**src/qd_defines.vh**
```
// register offsets, field positions, reset values and timing for the quadrature decoder
`ifndef QD_DEFINES_VH
`define QD_DEFINES_VH

// register offsets (byte addresses)
`define QD_OFF_START        12'h000
`define QD_OFF_STOP         12'h004
`define QD_OFF_SNAP_BOTH    12'h008
`define QD_OFF_SNAP_TOTAL   12'h00C
`define QD_OFF_SNAP_DOUBLE  12'h010
`define QD_OFF_EV_STEP      12'h100
`define QD_OFF_EV_REPORT    12'h104
`define QD_OFF_EV_OVERFLOW  12'h108
`define QD_OFF_EV_DOUBLE    12'h10C
`define QD_OFF_EV_HALTED    12'h110
`define QD_OFF_LINKS        12'h200
`define QD_OFF_IRQ_SET      12'h304
`define QD_OFF_IRQ_CLR      12'h308
`define QD_OFF_ENABLE       12'h500
`define QD_OFF_LAMP_POL     12'h504
`define QD_OFF_STEP_SEL     12'h508
`define QD_OFF_STEP_VALUE   12'h50C
`define QD_OFF_REPORT       12'h510
`define QD_OFF_TOTAL        12'h514
`define QD_OFF_TOTAL_SNAP   12'h518
`define QD_OFF_PSEL_LAMP    12'h51C
`define QD_OFF_PSEL_FIRST   12'h520
`define QD_OFF_PSEL_SECOND  12'h524
`define QD_OFF_DEBOUNCE     12'h528
`define QD_OFF_LAMP_LEAD    12'h540
`define QD_OFF_DOUBLE       12'h544
`define QD_OFF_DOUBLE_SNAP  12'h548

// event bit positions, shared by flags and interrupt enables
`define QD_EV_STEP      0
`define QD_EV_REPORT    1
`define QD_EV_OVERFLOW  2
`define QD_EV_DOUBLE    3
`define QD_EV_HALTED    4

// event-to-task link bit positions
`define QD_LK_REPORT_BOTH    0
`define QD_LK_STEP_STOP      1
`define QD_LK_REPORT_TOTAL   2
`define QD_LK_REPORT_STOP    3
`define QD_LK_DOUBLE_DOUBLE  4
`define QD_LK_DOUBLE_STOP    5
`define QD_LK_STEP_BOTH      6

// pin select fields
`define QD_PSEL_CONNECT  31
`define QD_PSEL_PORT     5
`define QD_PSEL_PIN_HI   4

// reset values
`define QD_RST_ZERO     32'h0000_0000
`define QD_RST_PSEL     32'hFFFF_FFFF
`define QD_RST_REPORT   8'h0A
`define QD_RST_LEAD     9'h010

// step codes, two's complement with 2'b10 meaning double transition
`define QD_STEP_NONE    2'b00
`define QD_STEP_FWD     2'b01
`define QD_STEP_DOUBLE  2'b10
`define QD_STEP_BACK    2'b11

// accumulator limits and the largest step interval select
`define QD_TOTAL_MAX    11'h3FF
`define QD_TOTAL_MIN    11'h400
`define QD_DOUBLE_MAX   4'hF
`define QD_SEL_MAX      4'hA

// timing: clock rate and shortest sample period
`define QD_CLK_MHZ          20
`define QD_SAMPLE_BASE_US   128
`define QD_SAMPLE_BASE_CYC  24'h00_0A00  // 128 us at 20 MHz, sized for its parameter
`define QD_LAMP_US_CYC      8'h14        // one microsecond at 20 MHz

`endif

```
**src/qd_ctrl.v**
```verilog
// quadrature decoder control: registers, tasks, events, links and pin ownership
`timescale 1ns/1ps
`include "qd_defines.vh"

module qd_ctrl #(
  parameter [23:0] SAMPLE_BASE_CYCLES = `QD_SAMPLE_BASE_CYC,
  parameter [7:0]  LAMP_US_CYCLES     = `QD_LAMP_US_CYC
) (
  // clock and reset
  input  wire        clk,
  input  wire        resetn,
  // register port
  input  wire [11:0] addr,
  input  wire [31:0] wdata,
  input  wire        wr,
  input  wire        rd,
  output reg  [31:0] rdata,
  // pads and gpio block
  input  wire [31:0] pin_in,
  input  wire [31:0] gpio_out,
  input  wire [31:0] gpio_oe,
  output reg  [31:0] pad_out,
  output reg  [31:0] pad_oe,
  // interrupt
  output reg         irq
);

  // software-visible state
  reg        decoder_enable;
  reg        lamp_polarity;
  reg [3:0]  step_interval_select;
  reg [7:0]  report_interval;
  reg [31:0] lamp_pin_select;
  reg [31:0] phase_first_pin_select;
  reg [31:0] phase_second_pin_select;
  reg        debounce_enable;
  reg [8:0]  lamp_lead_time;
  reg [6:0]  event_task_links;
  reg [4:0]  irq_enable;
  reg [4:0]  event_flags;
  reg [1:0]  motion_step_value;
  reg [10:0] motion_total;
  reg [10:0] motion_total_snapshot;
  reg [3:0]  double_error_count;
  reg [3:0]  double_error_snapshot;
  // internal state
  reg        running;
  reg        prime;
  reg [23:0] interval_timer;
  reg [7:0]  report_count;
  reg        link_both;
  reg        link_total;
  reg        link_double;
  reg        link_stop;

  // register write decode, shared by the task triggers and the event flag writes
  function wr_hit;
    input        strobe;
    input [11:0] a;
    input [11:0] off;
    begin
      wr_hit = strobe & (a == off);
    end
  endfunction

  // pin select helpers
  function sel_connected;
    input [31:0] sel;
    begin
      sel_connected = ~sel[`QD_PSEL_CONNECT] & ~sel[`QD_PSEL_PORT];
    end
  endfunction

  // triggers fire only on a written 1
  wire sw_start  = wr_hit(wr, addr, `QD_OFF_START) & wdata[0];
  wire sw_stop   = wr_hit(wr, addr, `QD_OFF_STOP) & wdata[0];
  wire sw_both   = wr_hit(wr, addr, `QD_OFF_SNAP_BOTH) & wdata[0];
  wire sw_total  = wr_hit(wr, addr, `QD_OFF_SNAP_TOTAL) & wdata[0];
  wire sw_double = wr_hit(wr, addr, `QD_OFF_SNAP_DOUBLE) & wdata[0];
  // software tasks and linked tasks merge here
  wire task_stop   = sw_stop | link_stop;
  wire task_start  = sw_start & decoder_enable & ~task_stop;
  wire snap_total  = sw_both | sw_total | link_both | link_total;
  wire snap_double = sw_both | sw_double | link_both | link_double;

  // sample interval: base period doubled per select step
  wire [3:0]  sel_clamped = (step_interval_select > `QD_SEL_MAX) ?
                            `QD_SEL_MAX : step_interval_select;
  wire [23:0] period_cycles = SAMPLE_BASE_CYCLES << sel_clamped;
  wire        tick = running & (interval_timer == 24'h00_0000);

  // phase levels from the selected pads, only while enabled
  wire        first_on  = decoder_enable & sel_connected(phase_first_pin_select);
  wire        second_on = decoder_enable & sel_connected(phase_second_pin_select);
  wire        lamp_on   = decoder_enable & sel_connected(lamp_pin_select);
  wire [4:0]  first_idx  = phase_first_pin_select[`QD_PSEL_PIN_HI:0];
  wire [4:0]  second_idx = phase_second_pin_select[`QD_PSEL_PIN_HI:0];
  wire [4:0]  lamp_idx   = lamp_pin_select[`QD_PSEL_PIN_HI:0];
  wire        phase_first  = first_on & pin_in[first_idx];
  wire        phase_second = second_on & pin_in[second_idx];
  wire       step_valid;
  wire [1:0] step_code;
  qd_sampler u_sampler (
    .clk          (clk),
    .resetn       (resetn),
    .prime        (prime),
    .tick         (tick),
    .phase_first  (phase_first),
    .phase_second (phase_second),
    .step_valid   (step_valid),
    .step_code    (step_code)
  );

  // accumulate one step; values that would leave the range are dropped
  reg [10:0] next_total;
  reg [3:0]  next_double;
  reg        overflow;
  always @* begin
    next_total  = motion_total;
    next_double = double_error_count;
    overflow    = 1'b0;
    if (step_valid) begin
      case (step_code)
        `QD_STEP_FWD: begin
          if (motion_total == `QD_TOTAL_MAX) overflow = 1'b1;
          else next_total = motion_total + 11'h001;
        end
        `QD_STEP_BACK: begin
          if (motion_total == `QD_TOTAL_MIN) overflow = 1'b1;
          else next_total = motion_total - 11'h001;
        end
        `QD_STEP_DOUBLE: begin
          if (double_error_count == `QD_DOUBLE_MAX) overflow = 1'b1;
          else next_double = double_error_count + 4'h1;
        end
        default: next_total = motion_total;
      endcase
    end
  end

  // report window closes after the configured number of samples
  wire [7:0] report_target = (report_interval == 8'h00) ? 8'h01 : report_interval;
  wire       report_due    = step_valid & (report_count == report_target - 8'h01);

  // events of this cycle
  wire ev_step     = step_valid;
  wire ev_report   = report_due & (next_total != 11'h000);
  wire ev_double   = report_due & (next_double != 4'h0);
  wire ev_overflow = overflow;
  wire ev_halted   = task_stop;                                    // even when idle
  wire [4:0] ev_vec = {ev_halted, ev_double, ev_overflow, ev_report, ev_step};

  // run control, interval timer and report counter
  always @(posedge clk or negedge resetn) begin
    if (!resetn) begin
      running        <= 1'b0;
      prime          <= 1'b0;
      interval_timer <= 24'h00_0000;
      report_count   <= 8'h00;
    end else begin
      prime <= task_start;
      if (task_stop || !decoder_enable) begin
        running <= 1'b0;
      end else if (task_start) begin
        running        <= 1'b1;
        interval_timer <= period_cycles - 24'h00_0001;
        report_count   <= 8'h00;
      end else if (running) begin
        if (tick) interval_timer <= period_cycles - 24'h00_0001;
        else interval_timer <= interval_timer - 24'h00_0001;
        if (report_due) report_count <= 8'h00;
        else if (step_valid) report_count <= report_count + 8'h01;
      end
    end
  end

  // accumulators, snapshots and the latest step value
  always @(posedge clk or negedge resetn) begin
    if (!resetn) begin
      motion_step_value     <= `QD_STEP_NONE;
      motion_total          <= 11'h000;
      motion_total_snapshot <= 11'h000;
      double_error_count    <= 4'h0;
      double_error_snapshot <= 4'h0;
    end else begin
      if (step_valid) motion_step_value <= step_code;
      // snapshot takes this cycle's step too, so nothing slips between copy and clear
      if (snap_total) begin
        motion_total_snapshot <= next_total;
        motion_total          <= 11'h000;
      end else begin
        motion_total <= next_total;
      end
      if (snap_double) begin
        double_error_snapshot <= next_double;
        double_error_count    <= 4'h0;
      end else begin
        double_error_count <= next_double;
      end
    end
  end

  // linked tasks run one cycle after their event
  always @(posedge clk or negedge resetn) begin
    if (!resetn) begin
      link_both   <= 1'b0;
      link_total  <= 1'b0;
      link_double <= 1'b0;
      link_stop   <= 1'b0;
    end else begin
      link_both   <= (ev_report & event_task_links[`QD_LK_REPORT_BOTH]) |
                     (ev_step & event_task_links[`QD_LK_STEP_BOTH]);
      link_total  <= ev_report & event_task_links[`QD_LK_REPORT_TOTAL];
      link_double <= ev_double & event_task_links[`QD_LK_DOUBLE_DOUBLE];
      link_stop   <= (ev_step & event_task_links[`QD_LK_STEP_STOP]) |
                     (ev_report & event_task_links[`QD_LK_REPORT_STOP]) |
                     (ev_double & event_task_links[`QD_LK_DOUBLE_STOP]);
    end
  end

  // event flags: hardware set wins over a software clear in the same cycle
  genvar g;
  generate
    for (g = 0; g < 5; g = g + 1) begin : g_flag
      localparam integer FLAG_STEP = 4 * g;
      wire flag_wr = wr_hit(wr, addr, `QD_OFF_EV_STEP + FLAG_STEP[11:0]);
      always @(posedge clk or negedge resetn) begin
        if (!resetn) begin
          event_flags[g] <= 1'b0;
        end else if (ev_vec[g]) begin
          event_flags[g] <= 1'b1;
        end else if (flag_wr) begin
          event_flags[g] <= wdata[0];
        end
      end
    end
  endgenerate

  // configuration registers
  always @(posedge clk or negedge resetn) begin
    if (!resetn) begin
      decoder_enable          <= 1'b0;
      lamp_polarity           <= 1'b0;
      step_interval_select    <= 4'h0;
      report_interval         <= `QD_RST_REPORT;
      lamp_pin_select         <= `QD_RST_PSEL;
      phase_first_pin_select  <= `QD_RST_PSEL;
      phase_second_pin_select <= `QD_RST_PSEL;
      debounce_enable         <= 1'b0;
      lamp_lead_time          <= `QD_RST_LEAD;
      event_task_links        <= 7'h00;
      irq_enable              <= 5'h00;
    end else if (wr) begin
      case (addr)
        `QD_OFF_ENABLE:      decoder_enable          <= wdata[0];
        `QD_OFF_LAMP_POL:    lamp_polarity           <= wdata[0];
        `QD_OFF_STEP_SEL:    step_interval_select    <= wdata[3:0];
        `QD_OFF_REPORT:      report_interval         <= wdata[7:0];
        `QD_OFF_PSEL_LAMP:   lamp_pin_select         <= wdata;
        `QD_OFF_PSEL_FIRST:  phase_first_pin_select  <= wdata;
        `QD_OFF_PSEL_SECOND: phase_second_pin_select <= wdata;
        `QD_OFF_DEBOUNCE:    debounce_enable         <= wdata[0];
        `QD_OFF_LAMP_LEAD:   lamp_lead_time          <= wdata[8:0];
        `QD_OFF_LINKS:       event_task_links        <= wdata[6:0];
        `QD_OFF_IRQ_SET:     irq_enable <= irq_enable | wdata[4:0];
        `QD_OFF_IRQ_CLR:     irq_enable <= irq_enable & ~wdata[4:0];
        default:             irq_enable <= irq_enable;
      endcase
    end
  end

  // read mux; unmapped and write-only offsets read as zero
  reg [31:0] next_rdata;
  always @* begin
    case (addr)
      `QD_OFF_EV_STEP:     next_rdata = {31'h0, event_flags[`QD_EV_STEP]};
      `QD_OFF_EV_REPORT:   next_rdata = {31'h0, event_flags[`QD_EV_REPORT]};
      `QD_OFF_EV_OVERFLOW: next_rdata = {31'h0, event_flags[`QD_EV_OVERFLOW]};
      `QD_OFF_EV_DOUBLE:   next_rdata = {31'h0, event_flags[`QD_EV_DOUBLE]};
      `QD_OFF_EV_HALTED:   next_rdata = {31'h0, event_flags[`QD_EV_HALTED]};
      `QD_OFF_LINKS:       next_rdata = {25'h0, event_task_links};
      `QD_OFF_IRQ_SET:     next_rdata = {27'h0, irq_enable};
      `QD_OFF_IRQ_CLR:     next_rdata = {27'h0, irq_enable};
      `QD_OFF_ENABLE:      next_rdata = {31'h0, decoder_enable};
      `QD_OFF_LAMP_POL:    next_rdata = {31'h0, lamp_polarity};
      `QD_OFF_STEP_SEL:    next_rdata = {28'h0, step_interval_select};
      `QD_OFF_STEP_VALUE:  next_rdata = {{30{&motion_step_value}}, motion_step_value};
      `QD_OFF_REPORT:      next_rdata = {24'h0, report_interval};
      `QD_OFF_TOTAL:       next_rdata = {{21{motion_total[10]}}, motion_total};
      `QD_OFF_TOTAL_SNAP:  next_rdata = {{21{motion_total_snapshot[10]}}, motion_total_snapshot};
      `QD_OFF_PSEL_LAMP:   next_rdata = lamp_pin_select;
      `QD_OFF_PSEL_FIRST:  next_rdata = phase_first_pin_select;
      `QD_OFF_PSEL_SECOND: next_rdata = phase_second_pin_select;
      `QD_OFF_DEBOUNCE:    next_rdata = {31'h0, debounce_enable};
      `QD_OFF_LAMP_LEAD:   next_rdata = {23'h0, lamp_lead_time};
      `QD_OFF_DOUBLE:      next_rdata = {28'h0, double_error_count};
      `QD_OFF_DOUBLE_SNAP: next_rdata = {28'h0, double_error_snapshot};
      default:             next_rdata = `QD_RST_ZERO;
    endcase
  end

  // lamp lights a lead time before each sample, steady while debouncing
  wire [23:0] lead_cycles = {15'h0000, lamp_lead_time} * {16'h0000, LAMP_US_CYCLES};
  wire        lamp_lit    = running & (debounce_enable | (interval_timer <= lead_cycles));
  wire        lamp_level  = lamp_polarity ? lamp_lit : ~lamp_lit;

  // pad ownership per pin; the lamp claim is checked first, since software
  // keeps every pin to one driver and an overlap is undefined anyway
  wire [31:0] next_pad_out;
  wire [31:0] next_pad_oe;
  generate
    for (g = 0; g < 32; g = g + 1) begin : g_pad
      localparam integer PIN_NUM = g;
      wire lamp_here  = lamp_on & (lamp_idx == PIN_NUM[4:0]);
      wire phase_here = (first_on & (first_idx == PIN_NUM[4:0])) |
                        (second_on & (second_idx == PIN_NUM[4:0]));
      // phase pins stay undriven: cpu writes have no effect, pad still readable
      assign next_pad_out[g] = lamp_here ? lamp_level :
                               phase_here ? 1'b0 : gpio_out[g];
      assign next_pad_oe[g]  = lamp_here ? 1'b1 :
                               phase_here ? 1'b0 : gpio_oe[g];
    end
  endgenerate

  // registered outputs; read data stands only in the cycle after the strobe
  always @(posedge clk or negedge resetn) begin
    if (!resetn) begin
      rdata   <= `QD_RST_ZERO;
      pad_out <= `QD_RST_ZERO;
      pad_oe  <= `QD_RST_ZERO;
      irq     <= 1'b0;
    end else begin
      rdata   <= rd ? next_rdata : `QD_RST_ZERO;
      pad_out <= next_pad_out;
      pad_oe  <= next_pad_oe;
      irq     <= |(event_flags & irq_enable);
    end
  end

endmodule // qd_ctrl

```
**src/qd_sampler.v**
```verilog
// phase pair sampler and transition decoder
`timescale 1ns/1ps
`include "qd_defines.vh"

module qd_sampler (
  // clock and reset
  input  wire       clk,
  input  wire       resetn,
  // control
  input  wire       prime,
  input  wire       tick,
  // phase levels
  input  wire       phase_first,
  input  wire       phase_second,
  // decoded step
  output reg        step_valid,
  output reg  [1:0] step_code
);

  reg  [1:0] prev_pair;
  wire [1:0] cur_pair = {phase_first, phase_second};

  // position of a pair on the quadrature cycle 00-01-11-10
  function [1:0] cycle_pos;
    input [1:0] pair;
    begin
      case (pair)
        2'b00:   cycle_pos = 2'd0;
        2'b01:   cycle_pos = 2'd1;
        2'b11:   cycle_pos = 2'd2;
        default: cycle_pos = 2'd3;
      endcase
    end
  endfunction

  // difference of positions mod 4 is the step code directly:
  // 1 forward, 3 backward, 2 both phases moved, 0 idle
  always @(posedge clk or negedge resetn) begin
    if (!resetn) begin
      prev_pair  <= 2'b00;
      step_valid <= 1'b0;
      step_code  <= `QD_STEP_NONE;
    end else if (prime) begin
      prev_pair  <= cur_pair;          // first sample after start has a clean reference
      step_valid <= 1'b0;
    end else if (tick) begin
      prev_pair  <= cur_pair;
      step_valid <= 1'b1;
      step_code  <= cycle_pos(cur_pair) - cycle_pos(prev_pair);
    end else begin
      step_valid <= 1'b0;
    end
  end

endmodule // qd_sampler

```
**config.mk**
```make
export PLATFORM = sky130hd
export DESIGN_NAME = qd_ctrl
export DESIGN_NICKNAME = d
export VERILOG_FILES = /design/src/qd_ctrl.v /design/src/qd_sampler.v
export VERILOG_INCLUDE_DIRS = /design/src /design/src/src
export SDC_FILE = /design/constraint.sdc
export NUM_CORES = 1
export LEC_CHECK = 0
export BUFFER_PORTS_ARGS = -buffer_cell sky130_fd_sc_hd__buf_4
export CORE_AREA = 2 2 219 135
export CTS_CLUSTER_DIAMETER = 40
export DETAILED_ROUTE_END_ITERATION = 10
export DIE_AREA = 0 0 221 137
export PLACE_DENSITY = 0.88
export SETUP_SLACK_MARGIN = 0.2
export SYNTH_ARGS = -nofsm -noshare
export SYNTH_HDL_FRONTEND = slang
export SYNTH_HIERARCHICAL = 1
export SYNTH_SLANG_ARGS = --single-unit
```
**constraint.sdc**
```tcl
create_clock -name clk -period 5 [get_ports clk]
set_input_delay 0.25 -clock clk [delete_from_list [all_inputs] [get_ports clk]]
set_output_delay 0.25 -clock clk [all_outputs]
set_load 0.03 [all_outputs]
```
Yosys cells after proc, flatten, opt, wreduce, memory -nomap -nowiden
Cells that the tools add are included. Widths: inputs -> output; s select.

Bits of input ports: 144. Flip-flop bits (word level): 309. Output and inout port bits: 97.

Multiply operators: 1. Order comparisons: 4. Shifts and indexed selects: 1. Bitwise operators: 190. Reduce and logical (&&, ||, !) cells: 39. Equality and inequality tests: 130. Multiplexer cells: 181. $add $sub $neg: 8.

Operator list (number): $pmux 32 s21 (1); $eq 5x5->1 const B (48); $eq 12x11->1 const B (14); $mux 1 (149); $and 1x1->1 (133); $eq 5x4->1 const B (24); $mux 24 (3); $eq 12x9->1 const B (5); $eq 5x3->1 const B (12); $sub 24x1->24 const B (2); $mux 11 (4); $or 1x1->1 (43); $mux 8 (5); $eq 12x10->1 const B (3); $mux 32 (1); $eq 5x2->1 const B (6); $reduce_and 2->1 (14); $eq 12x4->1 const B (2); $le 24x14->1 (1); $logic_not 24->1 (1); $shl 12x4->24 const A (1); $pmux 11 s2 (1); $mux 4 (5); $reduce_bool 2->1 (9); 39 further kinds (67).

Longest topological paths before layout
Gate-level depths: netlist (run 1).

Depth in word-level cells: 9. Gate-level depth with buffers: 19. Gate-level depth less buffers: 18.

Modules after synthesis
Netlist (run 1), hierarchy kept.

Modules (own cells, without submodules): qd_ctrl (area each 15901.5 um2, sequential area each 7731.2 um2, cells an instance 1528, instances 1); qd_sampler (area each 282.8 um2, sequential area each 125.1 um2, cells an instance 26, instances 1).

Worst setup path before layout (run 1)
No wires, ideal clock.

Kind: flip-flop to flip-flop. Start: register lamp_lead_time[3]. End: register pad_out[0]. Cell stages (with the launch flop): 19. Arrival time: 3.680 ns. Setup slack: 1.185 ns. Setup time: 0.135 ns. Required time: 4.865 ns. Cells stage by stage: dfrtp_1 > ha_1 > ha_1 > inv_1 > fa_1 > inv_1 > a21oi_1 > o21ai_0 > a21o_1 > a21o_1 > and2_1 > o21ai_0 > ha_1 > nand4_1 > nor4_1 > a21oi_1 > o311ai_1 > clkbuf_1 > o22ai_1.

Longest elaborated chain between the ends: 7.

RTL lines: start, declared (line qd_ctrl.v:37) `reg [8:0] lamp_lead_time;`; start signal, assigned (line qd_ctrl.v:250) `` lamp_lead_time <= `QD_RST_LEAD; ``; start signal, assigned (line qd_ctrl.v:263) `` `QD_OFF_LAMP_LEAD: lamp_lead_time <= wdata[8:0]; ``; $mul 9x3->12 * (line qd_ctrl.v:303) `wire [23:0] lead_cycles = {15'h0000, lamp_lead_time} * {16'h0000, LAMP_US_CYCLES};`; $le 24x14->1 * (line qd_ctrl.v:304) `wire lamp_lit = running & (debounce_enable | (interval_timer <= lead_cycles));`; $or 1x1->1 * (line qd_ctrl.v:304); $and 1x1->1 * (line qd_ctrl.v:304); $not 1->1 (line qd_ctrl.v:305) `wire lamp_level = lamp_polarity ? lamp_lit : ~lamp_lit;`; $mux 1 * (line qd_ctrl.v:305); $mux 1 * (line qd_ctrl.v:318) `assign next_pad_out[g] = lamp_here ? lamp_level :`; net next_pad_out[0] (line qd_ctrl.v:309) `wire [31:0] next_pad_out;`; end signal, assigned (line qd_ctrl.v:329) `` pad_out <= `QD_RST_ZERO; ``; end signal, assigned (line qd_ctrl.v:334) `pad_out <= next_pad_out;`; end, declared (line qd_ctrl.v:22) `output reg [31:0] pad_out,`.

The timed path passes the listed nets; every way through them passes the cells marked *. A chain may end at the register's enable or synchronous reset.

Worst setup path after layout (run 1)
Start: register lamp_lead_time[3]. End: register pad_out[24].

Same word-level chain as after synthesis.

==> impl_results.md, run 1 <==
- Synth-to-layout area growth: 25.1%
- FFs w/ async S/R, synth: 100%
- Overall Power: 5.78 mW
- N_diodes: 0
- DIE HEIGHT: 137 um
- Largest net degree at the start of global routing: 155
- First-pass GRT wire length: 82.7 mm
- Max Clk Rate: 220 MHz
- Initial DRC count: 1876
- # setup viols final: 0
- Nature of the critical path endpoint: register
- Worst EP arrival: 4.94 ns
- Core area: 28300 um2
- CTS tree: yes
- Leakage: 9.04 nW
- Tot GR Track Use: 35.3%
- Share of cells above drive strength 1: 32.6%
- Post-Syn Area: 16200 um2
- Layout net count: 2020
- Total vias in the final route: 14899
- Crit-path cells: ha_1, ha_1, inv_1, fa_1, inv_1, a21oi_1, o21ai_0, a21o_1, a21o_1, and2_1, o21ai_0, ha_1, a2111oi_0, o21ai_0, a21oi_1, nand3_1, o311ai_4, buf_4, o22ai_1
- Unrepaired setup endpoints after global routing: no
- IO Pins: 241
- CP required: 5.39 ns
- H-tree Lvls: 2
- GP Congestion: 0.965
- Final HPWL DP: 37.3 mm
- Clk root buf: clkbuf_16
- Die width: 221 um
- Top_reg_cell synth: dfrtp_1
- TritonCTS Buffers: 36
- Setup TNS: 0 ns
- Total Wirelength: 55.0 mm
- Final period utilization: 91.1%
- Ys Warns: 6
- Setup Buffers After CTS: 0
- Yosys cell types: 88
- Vias in the first global route: 14759
- DRT Pass-1 Iters: 9
- Slowest library cell on the worst path: buf_4
- CTS Sinks: 309
- MaxCap Viol Count: 0
- Net Count, Synth: 1738
- Final slew viol count: 0
- ANT nets after route: 0
- Bufs on Longest Clock Path: 3
- Antenna violations before repair: 2
- Residual DRC: 0
- FP Rows: 48
- Relative slew slack: 32.0%
- Syn_area_per_cell: 10.4 um2
- Post-synth EDFFs: 0
- Synth Register Bits: 309
- Final hold vios: 1
- CP startpoint kind: register
- Clk_skew: 0.0347 ns
- PortBufs: 240
- Initial Util: 57.2%
- CP delay by family, top: compound AO/OA/AOI/OAI gates
- Slew at the pin with the worst max-slew slack: 1.01 ns
- Bufs and invs on worst path: 3
- Maximum VDD drop: 0.317 mV
- Clock-pin slew on the worst setup and hold paths: 0.07 ns
- Clock Latency Late Sink: 0.54 ns
- Crit path largest cell delay: 0.45 ns
- Worst hold path type: in2reg
- WL per Instance: 24.5 um
- Pwr per Cell Area: 285 nW/um2
- Worst hold slack: -0.00162 ns
- Final Critical Period: 4.55 ns
- Synth Instances: 1554
- Max Fanout on Critical Path: 32
- Die area: 30300 um2
- Via density: 6.65
- Sequential fraction of the synthesis area: 48.5%
- CP Class: reg2reg
- Global route overflow: 0
- PostCTS Resize Cnt: 0
- Failing checks: negative hold slack
- Outcome: complete, but fails checks
-- layout make-up --
type	instances	area (um2)
clock buffer	48	1020
clock inverter	18	251
fill	1889	8040
inverter	73	274
multi-input combinational	1090	7750
sequential	309	7860
tap	375	469
timing repair buffer	326	2640
-- per-layer routing --
metal | global-route usage (%) | vias to the layer above | wire (um)
li1 | - | 6317 | -
met1 | 48.2 | 7306 | 21700
met2 | 52.7 | 1095 | 24000
met3 | 11.8 | 179 | 7200
met4 | 13.3 | 2 | 2030
met5 | 0 | - | 13
-- worst reg2reg max path, delay by kind of cell, from the launching register on --
family | cells | cell delay (ns)
AO/OA/AOI/OAI | 10 | 1.93
adder cells (fa/ha/maj) | 4 | 1.19
buffers and inverters | 3 | 0.58
flip-flops | 1 | 0.43
AND/OR/NAND/NOR | 2 | 0.30
-- per-stage QoR --
stage / util (%) / instance area [um2] / hold WS, ns / cells / setup slack [ns]
2_1_floorplan: - / 16200 / -0.0456 / 1554 / 1.19
3_3_place_gp: 64.7 / 18300 / 0.323 / 2106 / 0.716
6_report: 71.6 / 20300 / -0.00162 / 2239 / 0.447
3_5_place_dp: 64.7 / 18300 / 0.339 / 2106 / 0.544
4_1_cts: 71.6 / 20200 / 0.000229 / 2238 / 0.554
5_1_grt: 71.6 / 20300 / 0.00287 / 2239 / 0.320
-- cell families (layout without fill, tap and decap cells) --
| group | count (synthesis) | after routing | synth area share, % |
|---|---|---|---|
| multiplexers | 166 | 166 | 12.9 |
| adder cells (fa/ha/maj) | 40 | 40 | 3.14 |
| buffers and inverters | 155 | 465 | 3.82 |
| AND/OR/NAND/NOR | 473 | 473 | 14.3 |
| XOR/XNOR | 25 | 25 | 1.44 |
| flip-flops | 309 | 309 | 48.5 |
| AO/OA/AOI/OAI | 386 | 386 | 15.9 |
-- sequential cells by signal, indices dropped and copies added (netlist names), 5 cells and up, named ones only --
signal / flops
rdata: 32
phase_second_pin_select: 32
report_count: 8
report_interval: 8
event_task_links: 7
event_flags: 5
motion_total: 11
phase_first_pin_select: 32
pad_out: 32
lamp_pin_select: 32
motion_total_snapshot: 11
lamp_lead_time: 9
pad_oe: 32
interval_timer: 24
-- where the power goes --
| group | total (mW) | internal (mW) | switching [mW] |
|---|---|---|---|
| combinational | 0.403 | 0.180 | 0.223 |
| clock | 2.82 | 1.67 | 1.14 |
| sequential | 2.56 | 2.54 | 0.0176 |
| total | 5.78 | 4.39 | 1.38 |
-- path summary, 6_finish.rpt --
kind / from / slack (ns) / endpoint / cells past startpoint
worst min-delay path: gpio_out[1] / -0.002 / pad_out[1] / 3
worst max-delay path: lamp_lead_time[3] / 0.45 / pad_out[24] / 19
worst min register to register: motion_total_snapshot[3] / 0.49 / motion_total_snapshot[3] / 2
max in group asynchronous: resetn / 3.37 / interval_timer[8] / 3
worst max register to register: lamp_lead_time[3] / 0.45 / pad_out[24] / 19
min in group asynchronous: resetn / 0.33 / u_sampler/prev_pair[0] / 2
-- cell usage in the layout, fill, tap and decap left out, types with 6 or more instances in the layout --
master         instances
nand4_1               16
and4_1                 6
a222oi_1              37
o21ai_1               11
dlygate4sd3_1         67
a22o_1                 7
nand2_1              165
inv_1                 72
ha_1                  39
clkbuf_16             37
dfstp_2               99
mux4_2                20
buf_4                257
a31oi_1               19
and2_1                 6
o21ai_0               84
nor3_1                26
xnor2_1               17
mux2_2               135
a21o_1                 8
and3_1                12
a21oi_1               67
nand2b_1              17
nor2b_1               18
dfrtp_1              210
nor4_1                11
mux2i_1               11
xor2_1                 7
o41ai_1                6
nor2_1               105
a211oi_1               7
o22ai_1               66
nand3_1               48
a22oi_1               21
clkbuf_1               6
-- synth_stat cells, drive strengths merged, types with 7 or more instances --
master  count  share of area, %
a211oi      8              0.40
a21o        8              0.37
a21oi      68               2.1
a222oi     37               2.3
a22o        7              0.38
a22oi      21              0.97
a31oi      19              0.73
and3       12              0.46
buf        21              0.71
clkbuf     61               1.4
dfrtp     210                32
dfstp      99                16
ha         39               3.0
inv        73               1.7
mux2      135               9.4
mux2i      11              0.68
mux4       20               2.8
nand2     166               3.9
nand2b     17              0.66
nand3      48               1.5
nand4      16              0.62
nor2      110               2.6
nor2b      18              0.70
nor3       27              0.83
nor4       13              0.69
o21ai      97               3.0
o22ai      66               2.6
o41ai       7              0.43
or3         7              0.33
xnor2      17              0.92
xor2        7              0.38
-- what timing repair did --
item,4_1_cts,5_1_grt
hold endpoints to repair,158,1
setup endpoints to repair,0,0
hold buffers,66,1
Note: power is estimated with default switching activity, not from simulation.
==> inputs of run 2 (changes only) <==
--- a/config.mk
+++ b/config.mk
@@ -7,11 +7,13 @@
 export NUM_CORES = 1
 export LEC_CHECK = 0
 export BUFFER_PORTS_ARGS = -buffer_cell sky130_fd_sc_hd__buf_4
-export CORE_AREA = 2 2 219 135
+export CELL_PAD_IN_SITES_DETAIL_PLACEMENT = 1
+export CELL_PAD_IN_SITES_GLOBAL_PLACEMENT = 1
+export CORE_AREA = 2 2 248 152
 export CTS_CLUSTER_DIAMETER = 40
 export DETAILED_ROUTE_END_ITERATION = 10
-export DIE_AREA = 0 0 221 137
-export PLACE_DENSITY = 0.88
+export DIE_AREA = 0 0 250 154
+export PLACE_DENSITY = 0.84
 export SETUP_SLACK_MARGIN = 0.2
 export SYNTH_ARGS = -nofsm -noshare
 export SYNTH_HDL_FRONTEND = slang
==> run 2 against run 1 <==
  * The run still ends with negative hold slack left
  * Global-route usage fell by 0.17 points
  * Routed wire length rose by 25%
  * Clock skew is 0.015 ns higher
  * Worst hold slack about the same
  * First-iteration DRC count fell by 3.1%
  * Flip-flop and latch count unchanged
  * Clock-buffer cell count is 3 higher
  * Clock power grew 10%
  * Critical path type unchanged
==> impl_results.md, run 2 (synthesized netlist as in run 1, its figures left out) <==
- # placed instances: 2207 (was 2106)
- Slew at the pin with the worst max-slew slack: 1.19 ns (was 1.01 ns)
- Non-filler cells, final: 2361 (was 2239)
- IO Pins: 241 (unchanged)
- Crit-path cells: ha_1, ha_1, inv_1, fa_1, inv_1, a21oi_1, o21ai_1, a21o_1, a21o_1, and2_1, o21ai_0, ha_1, a2111oi_1, o21ai_0, a21oi_2, nand3_1, o311ai_4, buf_8, o22ai_1 (was ha_1, ha_1, inv_1, fa_1, inv_1, a21oi_1, o21ai_0, a21o_1, a21o_1, and2_1, o21ai_0, ha_1, a2111oi_0, o21ai_0, a21oi_1, nand3_1, o311ai_4, buf_4, o22ai_1)
- Crit path largest cell delay: 0.47 ns (was 0.45 ns)
- Initial Util: 44.9% (was 57.2%)
- Core area: 36100 um2 (was 28300 um2)
- Pwr per Cell Area: 296 nW/um2 (was 285 nW/um2)
- ANT nets after route: 0 (unchanged)
- CP required: 5.41 ns (was 5.39 ns)
- Tot GR Track Use: 35.2% (was 35.3%)
- PortBufs: 240 (unchanged)
- Final HPWL DP: 43.8 mm (was 37.3 mm)
- Clk_skew: 0.0493 ns (was 0.0347 ns)
- Layout net count: 2038 (was 2020)
- Leakage: 9.16 nW (was 9.04 nW)
- Die area: 38500 um2 (was 30300 um2)
- Most common cell after layout, fill and taps aside: buf_4 (unchanged)
- Vias in the first global route: 16184 (was 14759)
- Max Clk Rate: 216 MHz (was 220 MHz)
- CP startpoint kind: register (unchanged)
- CP delay by family, top: compound AO/OA/AOI/OAI gates (unchanged)
- FF-to-FF End: pad_out[22] (was pad_out[24])
- FF-to-FF Start: lamp_lead_time[3] (unchanged)
- TritonCTS Buffers: 39 (was 36)
- Worst path depth: 19 (unchanged)
- Most frequent CP cell: ha_1
- Worst-case reg-to-reg path depth: 19 (unchanged)
- First-pass GRT wire length: 102 mm (was 82.7 mm)
- DRT Pass-1 Iters: 6 (was 9)
- Total Wirelength: 68.6 mm (was 55.0 mm)
- Max Fanout on Critical Path: 32 (unchanged)
- Nature of the critical path endpoint: register (unchanged)
- Worst EP arrival: 5.03 ns (was 4.94 ns)
- Crit path launch: lamp_lead_time[3] (unchanged)
- Unrepaired setup endpoints after global routing: no (unchanged)
- FP Rows: 54 (was 48)
- Residual DRC: 0 (unchanged)
- # setup viols final: 0 (unchanged)
- CTS Sinks: 309 (unchanged)
- GP Congestion: 0.927 (was 0.965)
- Final hold vios: 1 (unchanged)
- Setup TNS: 0 ns (unchanged)
- Bufs on Longest Clock Path: 3 (unchanged)
- Global route overflow: 0 (unchanged)
- Post-DP Area: 18400 um2 (was 18300 um2)
- Final period utilization: 92.4% (was 91.1%)
- Post-route cell area: 20700 um2 (was 20300 um2)
- Antenna violations before repair: 1 (was 2)
- Via density: 6.53 (was 6.65)
- Slack of the worst reg-to-reg path: 0.38 ns (was 0.45 ns)
- Largest net degree at the start of global routing: 128 (was 155)
- MaxCap Viol Count: 0 (unchanged)
- Share of cells above drive strength 1: 32.5% (was 32.6%)
- Clock Latency Late Sink: 0.58 ns (was 0.54 ns)
- Worst hold slack: -0.00128 ns (was -0.00162 ns)
- Failing checks: negative hold slack (unchanged)
- H-tree Lvls: 2 (unchanged)
- Total vias in the final route: 15426 (was 14899)
- WL per Instance: 29.0 um (was 24.5 um)
- Clock-pin slew on the worst setup and hold paths: 0.07 ns (about the same)
- Synth-to-layout area growth: 27.6% (was 25.1%)
- Bufs and invs on worst path: 3 (unchanged)
- Die width: 250 um (was 221 um)
- Final Critical Period: 4.62 ns (was 4.55 ns)
- Relative slew slack: 20.6% (was 32.0%)
- Most frequent cells in the layout: 256 x buf_4, 210 x dfrtp_1, 165 x nand2_1 (was 257 x buf_4, 210 x dfrtp_1, 165 x nand2_1)
- Outcome: complete, but fails checks (unchanged)
- CTS tree: yes (unchanged)
- Slowest library cell on the worst path: dfrtp_1 (was buf_4)
- Initial DRC count: 1818 (was 1876)
- Worst hold path type: in2reg (unchanged)
- Maximum VDD drop: 0.247 mV (was 0.317 mV)
- CP Class: reg2reg (unchanged)
- Clk root buf: clkbuf_16 (unchanged)
- Worst setup path end: pad_out[22] (was pad_out[24])
- Final slew viol count: 0 (unchanged)
- DIE HEIGHT: 154 um (was 137 um)
## run 2: layer usage
layer	GRT usage [%]	wire length [um]	up-vias
li1	-	-	6373
met1	45.0	26600	7758
met2	54.5	30900	1019
met3	10.4	7320	276
met4	17.9	3680	0
met5	0	0	-
## run 2: area by class of cell
type	count	area, um2
Fill cell	3852	15400
Sequential cell	309	7860
Multi-Input combinational cell	1090	7750
Timing Repair Buffer	341	2790
Clock buffer	51	1080
Tap cell	476	596
Clock inverter	20	297
Inverter	73	274
Antenna cell	1	2.50
## run 2: how the worst min path moves through the flow
stage / cells after the start / slack [ns] / from / end
6_report: 3 / -0.001 / gpio_oe[24] / pad_oe[24]
5_1_grt: 2 / 0.004 / wdata[7] / phase_first_pin_select[7]
4_1_cts: 2 / 0.0005 / wdata[14] / lamp_pin_select[14]
3_5_place_dp: 1 / 0.38 / resetn / interval_timer[2]
3_3_place_gp: 1 / 0.36 / resetn / event_flags[4]
2_1_floorplan: 0 / -0.05 / resetn / asynchronous set/reset pin
## run 2: power by group
part           total, mW  internal (mW)  switching (mW)  leakage, nW
sequential          2.56           2.54          0.0218         3.67
clock               3.11           1.82            1.29        0.673
combinational      0.434          0.189           0.245         4.82
total               6.11           4.55            1.56         9.16
## run 2: worst register-to-register path, cell delays in order, from the launching register on
cell,delay (ns)
dfrtp_1,0.47
ha_1,0.34
ha_1,0.19
inv_1,0.07
fa_1,0.42
inv_1,0.08
a21oi_1,0.07
o21ai_1,0.29
a21o_1,0.24
a21o_1,0.17
and2_1,0.14
o21ai_0,0.07
ha_1,0.34
a2111oi_1,0.40
o21ai_0,0.21
a21oi_2,0.23
nand3_1,0.16
o311ai_4,0.13
buf_8,0.28
o22ai_1,0.21
## run 2: timing repair
action                     4_1_cts  5_1_grt
gates resized for setup          0        5
buffers inserted                 0        0
hold endpoints to repair       199        4
setup endpoints to repair        0       32
hold buffers                    80        2
## run 2: per-stage QoR
step           worst slack [ns]  util (%)  power (mW)
2_1_floorplan              1.19         -        2.72
3_3_place_gp              0.726      51.1        2.95
3_5_place_dp              0.395      51.1        2.96
4_1_cts                   0.324      57.1        6.02
5_1_grt                   0.180      57.2        6.24
6_report                  0.378      57.2        6.11
